===== src/core/io_pin_cfg.svh =====
`ifndef IO_PIN_CFG_SVH
`define IO_PIN_CFG_SVH

// Clock and timing
`define CLK_PERIOD_NS 5
`define BIT_PERIOD_NS 100
`define STROBE_BIT_PERIODS 2
`define STROBE_CYCLES ((`STROBE_BIT_PERIODS * `BIT_PERIOD_NS) / `CLK_PERIOD_NS)
`define OSC_PERIOD_NS 5
`define CLR_MIN_OSC_PERIODS 2
`define CLR_LOW_CYCLES ((`CLR_MIN_OSC_PERIODS * `OSC_PERIOD_NS) / `CLK_PERIOD_NS + 1)
`define FRESH_CYCLE_TIMES 16

// Frame option
`define FRAME_LEN_LONG 9'h100
`define FRAME_LEN_STD 9'h080
`define HUBS_LONG 2'h2
`define HUBS_STD 2'h0

// Pin grouping
`define IO_PINS 32
`define INV_SELECTS 8
`define INV_GROUP 4
`define UPPER_LSB 16

// Reset values
`define PIN_RESET 32'h0000_0000
`define SYNC_RESET_HIGH 1'b1

`endif


===== src/core/io_pin_pkg.sv =====
package io_pin_pkg;

    typedef enum logic {STROBE_IDLE, STROBE_PULSE} strobe_state_t;

    typedef enum logic {FRAME_STD, FRAME_LONG} frame_mode_t;

endpackage


===== src/core/io_station_pin_control.sv =====
// Overview of operation
// - Eight invert selects each set polarity of four I/O pins.
// - Frame option gives frame length 256.
// - Frame option allows up to two hubs.
// - Any station with long frame low puts all into frame option.
// - Station joining a frame-option network adopts it.
// - Output strobe pulses two bit periods; outputs change in it.
// - Input strobe pulses two bit periods; inputs sampled in it.
// - Fresh flag high on output strobe, low after 16 idle cycles.
// - Stale flag is always inverse of fresh flag.
// - Clear-upper low over two periods clears upper output pins.
// - Clear-lower low over two periods clears lower output pins.
// - Cleared level follows invert and direction settings.
// - Clear pulses shorter than two periods are ignored.
// - Reset clears outputs ahead of clear inputs.
`include "io_pin_cfg.svh"

module io_station_pin_control #(
    parameter int PINS = `IO_PINS,
    parameter int STROBE_CYCLES = `STROBE_CYCLES,
    parameter int FRESH_TICKS = `FRESH_CYCLE_TIMES
) (
    input wire logic mclk,
    input wire logic rst_n,
    input wire logic [`INV_SELECTS-1:0] logic_invert_select,
    input wire logic long_frame_select_n,
    input wire logic network_frame_option,
    input wire logic clear_upper_n,
    input wire logic clear_lower_n,
    input wire logic [PINS-1:0] io_dir_out,
    input wire logic [PINS-1:0] output_data,
    input wire logic output_update_req,
    input wire logic input_sample_req,
    input wire logic cycle_tick,
    input wire logic [PINS-1:0] ext_io_pins_in,
    output logic [PINS-1:0] ext_io_pins_out,
    output logic [PINS-1:0] ext_io_pins_oe,
    output logic [PINS-1:0] sampled_inputs,
    output logic output_update_strobe,
    output logic input_sample_strobe,
    output logic output_fresh_flag,
    output logic output_stale_flag,
    output io_pin_pkg::frame_mode_t frame_option,
    output logic [8:0] frame_length,
    output logic [1:0] max_hubs
);
    import io_pin_pkg::*;

    localparam int SW = PINS + `INV_SELECTS;
    localparam int SC_M1 = STROBE_CYCLES - 1;

    ////////////////////////////////////////////////////////////////////////
    // Pin input synchronisers
    logic [SW-1:0] s1_reg, s2_reg, s3_reg, agreed_reg, agreed_next;
    logic [PINS-1:0] inv_mask;

    always_comb begin
        for (int i = 0; i < SW; i++) begin
            agreed_next[i] = (s2_reg[i] == s3_reg[i]) ? s3_reg[i] : agreed_reg[i];
        end
    end

    always_ff @(posedge mclk or negedge rst_n) begin
        if (!rst_n) begin
            s1_reg <= '0;
            s2_reg <= '0;
            s3_reg <= '0;
            agreed_reg <= '0;
        end else begin
            s1_reg <= {logic_invert_select, ext_io_pins_in};
            s2_reg <= s1_reg;
            s3_reg <= s2_reg;
            agreed_reg <= agreed_next;
        end
    end

    always_comb begin
        for (int i = 0; i < PINS; i++) begin
            inv_mask[i] = agreed_reg[PINS + i / `INV_GROUP];
        end
    end

    ////////////////////////////////////////////////////////////////////////
    // Clear and frame select filters
    logic clr_hi, clr_lo, lfs_low;

    low_pulse_filter #(.MIN_LOW(`CLR_LOW_CYCLES)) u_clr_hi (
        .mclk(mclk),
        .rst_n(rst_n),
        .pin_n(clear_upper_n),
        .held_low(clr_hi)
    );

    low_pulse_filter #(.MIN_LOW(`CLR_LOW_CYCLES)) u_clr_lo (
        .mclk(mclk),
        .rst_n(rst_n),
        .pin_n(clear_lower_n),
        .held_low(clr_lo)
    );

    low_pulse_filter #(.MIN_LOW(1)) u_lfs (
        .mclk(mclk),
        .rst_n(rst_n),
        .pin_n(long_frame_select_n),
        .held_low(lfs_low)
    );

    ////////////////////////////////////////////////////////////////////////
    // Strobe engines, index 0 output update, index 1 input sample
    strobe_state_t st_reg [2];
    strobe_state_t st_next [2];
    logic [15:0] cnt_reg [2];
    logic [15:0] cnt_next [2];
    logic [1:0] req, start;

    assign req = {input_sample_req, output_update_req};

    always_comb begin
        for (int k = 0; k < 2; k++) begin
            st_next[k] = st_reg[k];
            cnt_next[k] = cnt_reg[k];
            start[k] = 1'b0;
            case (st_reg[k])
                STROBE_IDLE: begin
                    if (req[k]) begin
                        start[k] = 1'b1;
                        st_next[k] = STROBE_PULSE;
                        cnt_next[k] = 16'(SC_M1);
                    end
                end
                STROBE_PULSE: begin
                    if (cnt_reg[k] == 16'h0000) begin
                        st_next[k] = STROBE_IDLE;
                    end else begin
                        cnt_next[k] = cnt_reg[k] - 16'h0001;
                    end
                end
                default: st_next[k] = STROBE_IDLE;
            endcase
        end
    end

    always_ff @(posedge mclk or negedge rst_n) begin
        if (!rst_n) begin
            st_reg[0] <= STROBE_IDLE;
            st_reg[1] <= STROBE_IDLE;
            cnt_reg[0] <= 16'h0000;
            cnt_reg[1] <= 16'h0000;
        end else begin
            st_reg <= st_next;
            cnt_reg <= cnt_next;
        end
    end

    assign output_update_strobe = (st_reg[0] == STROBE_PULSE);
    assign input_sample_strobe = (st_reg[1] == STROBE_PULSE);

    ////////////////////////////////////////////////////////////////////////
    // Output data, pins and input sampling
    logic [PINS-1:0] logic_reg, logic_next, pin_reg, pin_next, oe_reg, samp_reg, samp_next;

    always_comb begin
        logic_next = logic_reg;
        if (start[0]) begin
            logic_next = output_data;
        end
        if (clr_hi) begin
            logic_next[PINS-1:`UPPER_LSB] = '0;
        end
        if (clr_lo) begin
            logic_next[`UPPER_LSB-1:0] = '0;
        end
        pin_next = (logic_next ^ inv_mask) & io_dir_out;
        samp_next = samp_reg;
        if (start[1]) begin
            samp_next = (agreed_reg[PINS-1:0] ^ inv_mask) & ~io_dir_out;
        end
    end

    always_ff @(posedge mclk or negedge rst_n) begin
        if (!rst_n) begin
            logic_reg <= `PIN_RESET;
            pin_reg <= `PIN_RESET;
            oe_reg <= `PIN_RESET;
            samp_reg <= `PIN_RESET;
        end else begin
            logic_reg <= logic_next;
            pin_reg <= pin_next;
            oe_reg <= io_dir_out;
            samp_reg <= samp_next;
        end
    end

    assign ext_io_pins_out = pin_reg;
    assign ext_io_pins_oe = oe_reg;
    assign sampled_inputs = samp_reg;

    ////////////////////////////////////////////////////////////////////////
    // Output freshness watch
    logic fresh_reg, fresh_next, stale_reg, stale_next;
    logic [7:0] tick_reg, tick_next;

    always_comb begin
        fresh_next = fresh_reg;
        tick_next = tick_reg;
        if (start[0]) begin
            fresh_next = 1'b1;
            tick_next = 8'h00;
        end else if (fresh_reg && cycle_tick) begin
            if (tick_reg == 8'(FRESH_TICKS - 1)) begin
                fresh_next = 1'b0;
                tick_next = 8'h00;
            end else begin
                tick_next = tick_reg + 8'h01;
            end
        end
        stale_next = ~fresh_next;
    end

    always_ff @(posedge mclk or negedge rst_n) begin
        if (!rst_n) begin
            fresh_reg <= 1'b0;
            stale_reg <= 1'b1;
            tick_reg <= 8'h00;
        end else begin
            fresh_reg <= fresh_next;
            stale_reg <= stale_next;
            tick_reg <= tick_next;
        end
    end

    assign output_fresh_flag = fresh_reg;
    assign output_stale_flag = stale_reg;

    ////////////////////////////////////////////////////////////////////////
    // Frame option, sticky until reset
    frame_mode_t fo_reg, fo_next;

    always_comb begin
        fo_next = fo_reg;
        if (lfs_low || network_frame_option) begin
            fo_next = FRAME_LONG;
        end
    end

    always_ff @(posedge mclk or negedge rst_n) begin
        if (!rst_n) begin
            fo_reg <= FRAME_STD;
        end else begin
            fo_reg <= fo_next;
        end
    end

    assign frame_option = fo_reg;
    assign frame_length = (fo_reg == FRAME_LONG) ? `FRAME_LEN_LONG : `FRAME_LEN_STD;
    assign max_hubs = (fo_reg == FRAME_LONG) ? `HUBS_LONG : `HUBS_STD;
endmodule


===== src/core/low_pulse_filter.sv =====
`include "io_pin_cfg.svh"

module low_pulse_filter #(
    parameter int MIN_LOW = `CLR_LOW_CYCLES
) (
    input wire logic mclk,
    input wire logic rst_n,
    input wire logic pin_n,
    output logic held_low
);
    import io_pin_pkg::*;

    logic s1_reg, s2_reg, s3_reg, level_reg, level_next;
    logic [7:0] cnt_reg, cnt_next;
    logic held_reg, held_next;

    ////////////////////////////////////////////////////////////////////////
    // sync and count
    always_comb begin
        level_next = (s2_reg == s3_reg) ? s3_reg : level_reg;
        cnt_next = 8'h00;
        if (!level_next) begin
            cnt_next = (cnt_reg >= 8'(MIN_LOW)) ? cnt_reg : cnt_reg + 8'h01;
        end
        held_next = (cnt_next >= 8'(MIN_LOW));
    end

    always_ff @(posedge mclk or negedge rst_n) begin
        if (!rst_n) begin
            s1_reg <= `SYNC_RESET_HIGH;
            s2_reg <= `SYNC_RESET_HIGH;
            s3_reg <= `SYNC_RESET_HIGH;
            level_reg <= `SYNC_RESET_HIGH;
            cnt_reg <= 8'h00;
            held_reg <= 1'b0;
        end else begin
            s1_reg <= pin_n;
            s2_reg <= s1_reg;
            s3_reg <= s2_reg;
            level_reg <= level_next;
            cnt_reg <= cnt_next;
            held_reg <= held_next;
        end
    end

    assign held_low = held_reg;
endmodule


===== config.mk =====
export PLATFORM = sky130hd
export DESIGN_NAME = io_station_pin_control
export DESIGN_NICKNAME = d
export VERILOG_FILES = /design/src/core/io_pin_pkg.sv /design/src/core/io_station_pin_control.sv /design/src/core/low_pulse_filter.sv
export VERILOG_INCLUDE_DIRS = /design/src /design/src/core
export SDC_FILE = /design/constraint.sdc
export NUM_CORES = 1
export LEC_CHECK = 0
export ABC_AREA = 1
export BUFFER_PORTS_ARGS = -buffer_cell sky130_fd_sc_hd__clkbuf_2
export CAP_MARGIN = 40
export CORE_MARGIN = 2
export CORE_UTILIZATION = 45
export DETAILED_ROUTE_END_ITERATION = 7
export PLACE_DENSITY = 0.69
export SYNTH_ARGS = -nofsm -noshare
export SYNTH_HDL_FRONTEND = slang
export SYNTH_SLANG_ARGS = --single-unit

===== constraint.sdc =====
create_clock -name mclk -period 1.4 [get_ports mclk]
set_input_delay 0.21 -clock mclk [delete_from_list [all_inputs] [get_ports mclk]]
set_output_delay 0.21 -clock mclk [all_outputs]
set_load 0.01 [all_outputs]

==> impl_metrics.py, run 1 <==
metrics = {
    "synth": {
        "synth_top_area_cell": "dfrtp_1",
        "synth_compound_area_frac": 0.0490,
        "ys.warnings.count": 0,
        "synthFlopType": "dfrtp_1",
        "ys_seq_area_frac": 0.682,
        "synth-xor-area-share": 0.0269,
        "synth_edf_count": 0,
        "synth.area.top_cells": "dfrtp_1 66%, nand2_1 5.4%, nor2_1 4.9%",
        "async_reset_ff_frac": 1.00,
        "synth.avg_cell_area_um2": 11.2,
        "yosysTopAreaCellShare": 0.657,
        "synth_top_family_by_area": "simple AND/OR/NAND/NOR gates",
        "synth-seq-cells": 372,
        "synth_cell_type_count": 41,
        "syn_area_um2": 13700,
        "post_synth_fa_ha_maj_area_fraction": 0.0366,
        "synth_mux_area_frac": 0,
        "ys_top_cells_by_count": "359 x dfrtp_1, 198 x nand2_1, 180 x nor2_1",
        "synth_most_common_cell": "dfrtp_1",
        "synth-simple-area-share": 0.159,
        "synthCells": 1220,
    },
    "timing": {
        "max_freq_mhz": 656,
        "period_share": 1.09,
        "rsz0062_at_grt": "true",
        "setup_viol": 57,
        "drv_slew": 0,
        "fin_skew_ps": 10.6,
        "hold_ws_ps": 57.6,
        "fin_crit_ps": 1520,
        "timing.final.hold_violations": 0,
        "worst_slack_ps": -123,
    },
    "pwr": {
        "cellPowerDensity_nw_per_um2": 1280,
        "p_total_mw": 24.4,
        "pwr-share-seq": 0.476,
        "switching_share": 0.239,
        "intPower_mw": 18.6,
        "p_comb_frac": 0.101,
        "pwr-share-clk": 0.422,
        "p_leak_nw": 9.31,
        "p_sw_mw": 5.83,
        "ir_worst_vdd_uv": 1090,
    },
    "drt": {
        "drtPass1Iterations": 5,
        "drc": 0,
        "antenna_left": 0,
        "vias": 9962,
        "wirelength_mm": 32.9,
        "post_drt_wl_per_cell_um": 15.9,
        "avgViaCountPerCell": 4.82,
        "drtIter0Drc": 568,
    },
    "clocking": {
        "cts_tree": "done",
        "clk_latency_ps": 520,
        "clk_pin_slew_ps": 60,
        "cts_htree_levels": 2,
        "ctsRootBufferMaster": "clkbuf_16",
        "clock_sinks": 372,
        "cts.path.max_buffers": 3,
        "numCtsBuffers": 39,
    },
    "final_layout": {
        "area_growth_pct": 39.6,
        "final_core_util": 0.641,
        "drive_gt1_frac": 0.360,
        "fin_cells": 2067,
        "fin_nets": 1766,
        "fillCellCount": 2218,
    },
    "placed_design": {
        "io_buffers": 216,
        "dp_hpwl_mm": 20.9,
        "dp_worst_setup_slack_ps": -123,
        "dp_cells": 1889,
        "gp_congestion": 0.851,
    },
    "floorplan": {
        "num_rows": 63,
        "start_util": 0.459,
        "ios": 225,
        "die_x_um": 178,
        "die_area_um2": 31800,
        "die_y_um": 178,
        "core_area_um2": 29800,
    },
    "min_path": {
        "hold_path.class": "primary input to register",
    },
    "status": {
        "status": "complete, but fails checks",
        "violations": "negative setup slack",
    },
    "critical_path": {
        "regToRegSetupSlack_ps": -120,
        "cp-start-kind": "register",
        "critPathKind": "register to register",
        "worstPathArrival_ps": 1920,
        "path_cells": "inv_4, nand2_8, buf_6, or2_4, nand2_4, nor2_4, o21ai_2, nor2_1",
        "cpMaxStageDelayCell": "dfrtp_1",
        "cp.required_ps": 1800,
        "cp_max_fo": 8,
        "critPathMaxStageDelay_ps": 420,
        "end_kind": "register",
    },
    "grt": {
        "grt.total_usage": 0.199,
        "grt_pass1_wl_mm": 50.4,
        "antenna_found_initial": 3,
        "gr-total-overflow": 0,
        "grt_max_degree": 63,
        "grt_pass1_vias": 10300,
    },
    "run": {
        "maxCapViolCount": 0,
    },
}
[critical path: cells and delay by family (launching register included)]
kind / cells / cell delay, ps
flip-flops: 1 / 420
AO/OA/AOI/OAI: 1 / 130
buffers and inverters: 2 / 310
AND/OR/NAND/NOR: 5 / 530
[power groups by stage]
| stage | Combinational (mW) | Sequential (mW) | Clock (mW) |
|---|---|---|---|
| 3_5_place_dp | 2.02 | 11.8 | 0 |
| 4_1_cts | 2.21 | 11.6 | 10.5 |
| 5_1_grt | 2.76 | 11.7 | 11.0 |
| 2_1_floorplan | 1.04 | 11.7 | 0 |
| 6_report | 2.47 | 11.6 | 10.3 |
| 3_3_place_gp | 1.94 | 11.8 | 0 |
[final timing paths]
kind                                                start                       endpoint  cells past startpoint
max                        output_update_strobe$_DFF_PN0_  ext_io_pins_out[26]$_DFF_PN0_                      8
min                                        output_data[3]         logic_reg[3]$_DFF_PN0_                      4
min reg2reg                          s1_reg[20]$_DFF_PN0_           s2_reg[20]$_DFF_PN0_                      0
max reg2reg                output_update_strobe$_DFF_PN0_  ext_io_pins_out[26]$_DFF_PN0_                      8
max in group asynchronous                           rst_n  ext_io_pins_out[29]$_DFF_PN0_                      4
min in group asynchronous                           rst_n           s2_reg[24]$_DFF_PN0_                      2
[layer usage]
layer,vias to the layer above,global-route usage,share of wire
met5,-,0,0.00049
met4,2,0.0667,0.028
met3,69,0.0386,0.050
met2,248,0.335,0.50
met1,4888,0.259,0.42
li1,4755,-,-
[layout by cell type, fill, tap and decap left out, types with 6 or more instances in the layout]
| cell | n |
|---|---|
| dfrtp_1 | 359 |
| clkbuf_2 | 214 |
| nand2_1 | 160 |
| nor2_1 | 130 |
| inv_1 | 85 |
| dlygate4sd3_1 | 79 |
| buf_4 | 75 |
| o21ai_1 | 44 |
| maj3_1 | 40 |
| clkbuf_16 | 39 |
| xnor2_1 | 36 |
| nor2_2 | 35 |
| nor3_1 | 34 |
| o31ai_1 | 32 |
| nand2_2 | 27 |
| or2_4 | 25 |
| buf_6 | 24 |
| nor2_4 | 22 |
| nand3_1 | 19 |
| nand2_4 | 19 |
| buf_12 | 16 |
| nand3_2 | 15 |
| o21ai_2 | 13 |
| dfstp_2 | 13 |
| inv_2 | 10 |
| clkinv_2 | 9 |
| conb_1 | 8 |
| clkbuf_8 | 8 |
| clkbuf_1 | 8 |
| nand2_8 | 7 |
| nand4_1 | 7 |
| o21ai_0 | 6 |
| xor2_1 | 6 |
[logic make-up after synthesis]
family | after synthesis
and+or+nand+nor | 511
buffers and inverters | 136
AOI/OAI and AO/OA | 110
adders and majority gates | 48
xor gates and xnor gates | 42
other | 1
DFF | 372
[area by class of cell]
cell class | instances | area (µm²) | share of cell area
antenna | 1 | 2.50 | 0.000131
clock buffer | 55 | 1120 | 0.0584
clock inverter | 17 | 178 | 0.00930
inverter | 99 | 392 | 0.0205
multi-input combinational | 723 | 4550 | 0.238
sequential | 372 | 9330 | 0.488
tap | 390 | 488 | 0.0255
timing repair buffer | 410 | 3050 | 0.159
[repair_timing]
item,in CTS,in global routing
hold buffers,79,0
setup endpoints to repair,60,87
hold endpoints to repair,361,0
resized for setup,29,215
pin swaps,8,90
setup buffers,6,17
cloned,1,3
[per-stage QoR]
step           TNS, ps  cell area [µm²]
2_1_floorplan     -648            13800
3_3_place_gp     -1570            16000
3_5_place_dp     -3400            16000
4_1_cts          -1160            18200
5_1_grt          -8110            19100
6_report         -3160            19100
Note: power is estimated with default switching activity, not from simulation.
==> run 2, diff against run 1 <==
Settings changed: PLACE_DENSITY 0.69 to 0.68, SYNTH_HIERARCHICAL from default to 1.
==> run 2 against run 1 <==
  * The flow still finishes with violations (negative setup slack)
  * Non-clock buffer count fell by 8
  * Worst setup slack improved by 89 ps
  * Total power rose by 3.0%
  * Final area barely moved
  * Flip-flop and latch count did not move
  * Critical path depth fell by 1
  * Largest power group unchanged
==> impl_metrics.py, run 2 <==
metrics = {
    "status": {
        "status": "complete, but fails checks",
        "violations": "negative setup slack",
    },
    "synth": {
        "synth.area.top_cells": "dfrtp_1 65%, nor2_1 5.4%, nand2_1 5.0%",
        "ys_top_cells_by_count": "359 x dfrtp_1, 200 x nor2_1, 185 x nand2_1",
        "synth_most_common_cell": "dfrtp_1",
        "synth-seq-cells": 372,
        "synthFlopType": "dfrtp_1",
        "async_reset_ff_frac": 1.00,
        "ys_seq_area_frac": 0.672,
        "ys.warnings.count": 6,
        "yosysTopAreaCellShare": 0.648,
        "synth_top_area_cell": "dfrtp_1",
        "synth_edf_count": 0,
        "syn_area_um2": 13900,
        "synthCells": 1271,
        "synth_cell_type_count": 34,
        "synth.avg_cell_area_um2": 10.9,
    },
    "timing": {
        "timing.final.hold_violations": 0,
        "setup_viol": 8,
        "tns_ps": -104,
        "fin_skew_ps": 22.5,
        "rsz0062_at_grt": "true",
        "fin_crit_ps": 1430,
        "worst_slack_ps": -34.7,
        "drv_slew": 0,
        "max_freq_mhz": 697,
        "period_share": 1.02,
    },
    "placed_design": {
        "dp_hpwl_mm": 21.5,
        "io_buffers": 216,
        "place_area_um2": 16100,
        "gp_congestion": 0.876,
        "dp_cells": 1935,
        "dp_worst_setup_slack_ps": -93.2,
    },
    "grt": {
        "grt_pass1_wl_mm": 52.1,
        "use_met3": 0.0346,
        "grt_use_met1": 0.254,
        "gr-total-overflow": 0,
        "grt_max_degree": 59,
        "grt.busiest_layer": "met2",
        "grt_pass1_vias": 10600,
        "grt.total_usage": 0.196,
        "use_met2": 0.340,
        "antenna_found_initial": 2,
    },
    "pwr": {
        "p_leak_nw": 9.30,
        "cellPowerDensity_nw_per_um2": 1310,
        "ir_worst_vdd_uv": 912,
    },
    "floorplan": {
        "die_area_um2": 32200,
        "die_y_um": 180,
        "core_area_um2": 30400,
        "die_x_um": 180,
        "ios": 225,
        "start_util": 0.456,
        "num_rows": 64,
    },
    "clocking": {
        "clk_pin_slew_ps": 60,
        "cts_tree": "done",
        "cts_htree_levels": 2,
        "cts.path.max_buffers": 3,
        "ctsRootBufferMaster": "clkbuf_16",
        "clk_latency_ps": 530,
        "clock_sinks": 372,
        "numCtsBuffers": 39,
    },
    "critical_path": {
        "r2r_end": "cnt_reg[12]$_DFFE_PN0P_",
        "critPathKind": "register to register",
        "regToRegSetupSlack_ps": -30,
        "cp.required_ps": 1810,
        "reg2reg_depth": 7,
        "end_kind": "register",
        "r2r-start": "cnt_reg[5]$_DFFE_PN0P_",
        "worstPathArrival_ps": 1840,
        "cp_max_fo": 3,
        "cp-start-kind": "register",
    },
    "run": {
        "maxCapViolCount": 0,
    },
    "final_layout": {
        "fin_nets": 1799,
        "final_cell_mix": "359 x dfrtp_1, 212 x clkbuf_2, 149 x nand2_1, 134 x nor2_1, 93 x inv_1",
        "drive_gt1_frac": 0.345,
        "fillCellCount": 2379,
        "finalInstanceArea_um2": 19100,
        "fin_cells": 2107,
        "final_common_cell": "dfrtp_1",
        "area_growth_pct": 37.9,
    },
    "drt": {
        "drc": 0,
        "vias": 10200,
        "wirelength_mm": 32.6,
        "drtPass1Iterations": 5,
        "antenna_left": 0,
        "drtIter0Drc": 539,
        "avgViaCountPerCell": 4.85,
        "post_drt_wl_per_cell_um": 15.5,
    },
    "min_path": {
        "worst_hold_path.endpoint": "logic_reg[11]$_DFF_PN0_",
        "hold_path.class": "primary input to register",
        "hold_start": "output_data[11]",
        "holdPathStages": 4,
    },
}
-- run 2: changes by cell type after synthesis, moves of 6 or more --
cell	change
or2_2	-29
or2_1	+28
nor2_1	+20
inv_1	+15
nand2_1	-13
nand3_1	+13
buf_2	+12
nand4_1	+12
o21ai_1	+9
o21ai_0	-7
xor2_1	-6
-- run 2: area by class of cell --
cell class / instances / area [µm²] / area share
clock buffers: 56 / 1120 / 0.0586
flip-flops and latches: 372 / 9330 / 0.488
multi-input cells: 747 / 4540 / 0.238
inverters: 116 / 440 / 0.0230
well taps: 396 / 495 / 0.0259
diodes: 2 / 5.00 / 0.000262
clock inverters: 16 / 223 / 0.0116
repair buffers: 402 / 2970 / 0.155
-- run 2: logic make-up after synthesis --
group / share of synthesized area
buf+inv: 0.0504
other cells: 0.000270
simple gates: 0.171
compound gates: 0.0493
xor+xnor: 0.0202
flops: 0.672
fa+ha+maj: 0.0361
-- run 2: per-stage QoR --
stage	utilization	power (mW)	hold WS, ps
floorplan	-	13.1	-85.6
global placement	0.529	14.1	90.4
detailed placement	0.529	14.2	91.0
CTS	0.604	25.2	26.0
global route	0.628	26.3	61.6
finish	0.628	25.1	52.6
-- run 2: critical path, stage by stage (launching register included) --
cell	delay [ps]
dfrtp_1	430
nor2_4	180
buf_6	130
inv_1	80
nor2_4	170
nand3_2	120
nor3_2	160
nor2_1	60
-- run 2: what timing repair did --
item	in CTS	in global routing
gates cloned	1	1
pin swaps	6	57
hold endpoints to repair	347	0
hold buffers	78	0
buffers inserted	5	15
setup endpoints to repair	36	78
gates resized for setup	32	215
-- run 2: worst max path at each step --
stage	start	slack [ps]	to	depth (start not counted)
3_5_place_dp	cnt_reg[0]$_DFFE_PN0P_	-90	cnt_reg[3]$_DFFE_PN0P_	9
3_3_place_gp	cnt_reg[0]$_DFFE_PN0P_	-10	cnt_reg[10]$_DFFE_PN0P_	10
4_1_cts	output_update_strobe$_DFF_PN0_	-40	output_update_strobe	2
2_1_floorplan	output_update_strobe$_DFF_PN0_	-50	ext_io_pins_out[12]$_DFF_PN0_	10
6_report	cnt_reg[5]$_DFFE_PN0P_	-30	cnt_reg[12]$_DFFE_PN0P_	7
5_1_grt	cnt_reg[5]$_DFFE_PN0P_	-120	cnt_reg[11]$_DFFE_PN0P_	9
-- run 2: routing by layer --
layer	up-vias	share of wire	wire length (µm)
li1	4865	-	-
met3	68	0.042	1360
met4	0	0.028	908
met1	5055	0.42	13700
met2	241	0.51	16600
met5	-	0	0
-- run 2: power by group --
| part | leakage [nW] | switching, mW | internal (mW) |
|---|---|---|---|
| Sequential | 4.56 | 0.325 | 11.3 |
| Combinational | 4.07 | 1.59 | 1.24 |
| Clock | 0.661 | 4.13 | 6.52 |
==> run 3, diff against run 2 <==
Settings changed: PLACE_DENSITY 0.68 to 0.79.
==> run 3 against run 2 <==
  * The run still ends with negative setup slack left
  * Total power increased by 0.19%
  * Final cell count decreased by 0.43%
  * Clock skew decreased by 9.6 ps
  * Critical endpoint is now cnt_reg[30]$_DFFE_PN0P_
  * Largest power group unchanged
  * Highest routed layer unchanged
==> impl_metrics.py, run 3 (synthesis results as in run 2) <==
metrics = {
    "status": {
        "status": "complete, but fails checks",
        "violations": "negative setup slack",
    },
    "pwr": {
        "p_leak_nw": 9.23,
        "cellPowerDensity_nw_per_um2": 1330,
        "p_total_mw": 25.2,
        "ir_worst_vdd_uv": 1030,
    },
    "floorplan": {
        "ios": 225,
        "die_y_um": 180,
        "core_area_um2": 30400,
        "num_rows": 64,
        "start_util": 0.456,
        "die_area_um2": 32200,
        "die_x_um": 180,
    },
    "grt": {
        "grt_max_degree": 83,
        "gr-total-overflow": 0,
        "antenna_found_initial": 4,
        "grt_pass1_vias": 11000,
        "grt_pass1_wl_mm": 54.6,
        "grt.total_usage": 0.206,
    },
    "placed_design": {
        "gp_congestion": 0.887,
        "dp_cells": 1926,
        "place_area_um2": 16000,
        "dp_hpwl_mm": 21.8,
        "io_buffers": 216,
        "dp_worst_setup_slack_ps": -80.9,
    },
    "timing": {
        "drv_slew": 0,
        "worst_slack_ps": -107,
        "fin_skew_ps": 12.9,
        "timing.final.hold_violations": 0,
        "period_share": 1.08,
        "tns_ps": -1620,
        "rsz0062_at_grt": "true",
        "fin_crit_ps": 1510,
        "setup_viol": 33,
        "max_freq_mhz": 664,
    },
    "clocking": {
        "numCtsBuffers": 40,
        "ctsRootBufferMaster": "clkbuf_16",
        "clk_pin_slew_ps": 60,
        "cts_tree": "done",
        "clk_latency_ps": 520,
        "cts_htree_levels": 2,
        "clock_sinks": 372,
        "cts.path.max_buffers": 3,
    },
    "drt": {
        "drc": 0,
        "post_drt_wl_per_cell_um": 16.4,
        "antenna_left": 0,
        "drtIter0Drc": 455,
        "drtPass1Iterations": 5,
        "vias": 10500,
        "wirelength_mm": 34.5,
        "avgViaCountPerCell": 5.02,
    },
    "min_path": {
        "hold_path.class": "primary input to register",
    },
    "final_layout": {
        "final_common_cell": "dfrtp_1",
        "finalInstanceArea_um2": 19000,
        "area_growth_pct": 37.0,
        "drive_gt1_frac": 0.333,
        "seq_area_um2": 9330,
        "fin_nets": 1788,
        "final_cell_mix": "358 x dfrtp_1, 211 x clkbuf_2, 154 x nand2_1, 140 x nor2_1, 98 x inv_1",
        "fillCellCount": 2280,
        "multi_input_area_um2": 4500,
        "fin_cells": 2098,
    },
    "critical_path": {
        "worstPathArrival_ps": 1920,
        "cpMaxStageDelayCell": "dfrtp_1",
        "end_kind": "register",
        "critPathKind": "register to register",
        "path_delay_family": "simple AND/OR/NAND/NOR gates",
        "cp_max_fo": 3,
        "cp.required_ps": 1810,
        "critPathMaxStageDelay_ps": 410,
        "path_common_cell": "nor2_1",
        "path_cells": "nor2_2, buf_4, inv_1, nor2_1, nand3_1, nor3_2, nor2_1",
        "critPathBufInv": 2,
        "cp-start-kind": "register",
    },
    "run": {
        "maxCapViolCount": 0,
    },
}
run 3: tightest hold or removal path, stage by stage:
cell,delay [ps]
clkbuf_2,70
or2_1,80
nand2_1,60
nor2_1,120
run 3: cell type report:
class,instances,area share
flip-flops and latches,372,0.491
repair buffers,390,0.152
multi-input cells,747,0.237
clock inverters,13,0.00698
well taps,396,0.0261
diodes,4,0.000527
clock buffers,60,0.0636
inverters,116,0.0232
run 3: timing repair:
item                       4_1_cts  5_1_grt
gates resized for setup         35      200
hold endpoints to repair       347        0
setup buffers                    3       13
hold buffers                    78        0
pin swaps                        4       56
cloned                           1        2
setup endpoints to repair       45       77
run 3: per-stage QoR:
stage                     utilization  hold slack [ps]
after floorplan                     -            -85.6
after global placement          0.526             76.6
after detailed placement        0.526             74.0
after CTS                       0.600             41.9
after global routing            0.624             74.5
final                           0.624             68.7
run 3: per-layer routing:
| metal | vias to the layer above | share of wire | global-route usage |
|---|---|---|---|
| met4 | 0 | 0.032 | 0.0741 |
| met5 | - | 0 | 0 |
| li1 | 4855 | - | - |
| met1 | 5212 | 0.40 | 0.255 |
| met3 | 97 | 0.056 | 0.0429 |
| met2 | 374 | 0.51 | 0.358 |
run 3: where the power goes:
group          switching, mW  leakage (nW)  internal, mW
Clock                   4.21         0.651          6.35
Sequential             0.338          4.56          11.3
Combinational           1.69          4.02          1.28
run 3: path summary, 6_finish.rpt:
| check | start | end | slack (ps) | cells past startpoint |
|---|---|---|---|---|
| hold reg to reg | s1_reg[36]$_DFF_PN0_ | s2_reg[36]$_DFF_PN0_ | 340 | 0 |
| setup / recovery | cnt_reg[21]$_DFFE_PN0P_ | cnt_reg[30]$_DFFE_PN0P_ | -110 | 7 |
| setup reg to reg | cnt_reg[21]$_DFFE_PN0P_ | cnt_reg[30]$_DFFE_PN0P_ | -110 | 7 |
| hold / removal | output_data[10] | logic_reg[10]$_DFF_PN0_ | 70 | 4 |
| max in group asynchronous | rst_n | s3_reg[30]$_DFF_PN0_ | 580 | 3 |
| min in group asynchronous | rst_n | u_clr_hi/cnt_reg[5]$_DFF_PN0_ | 120 | 2 |
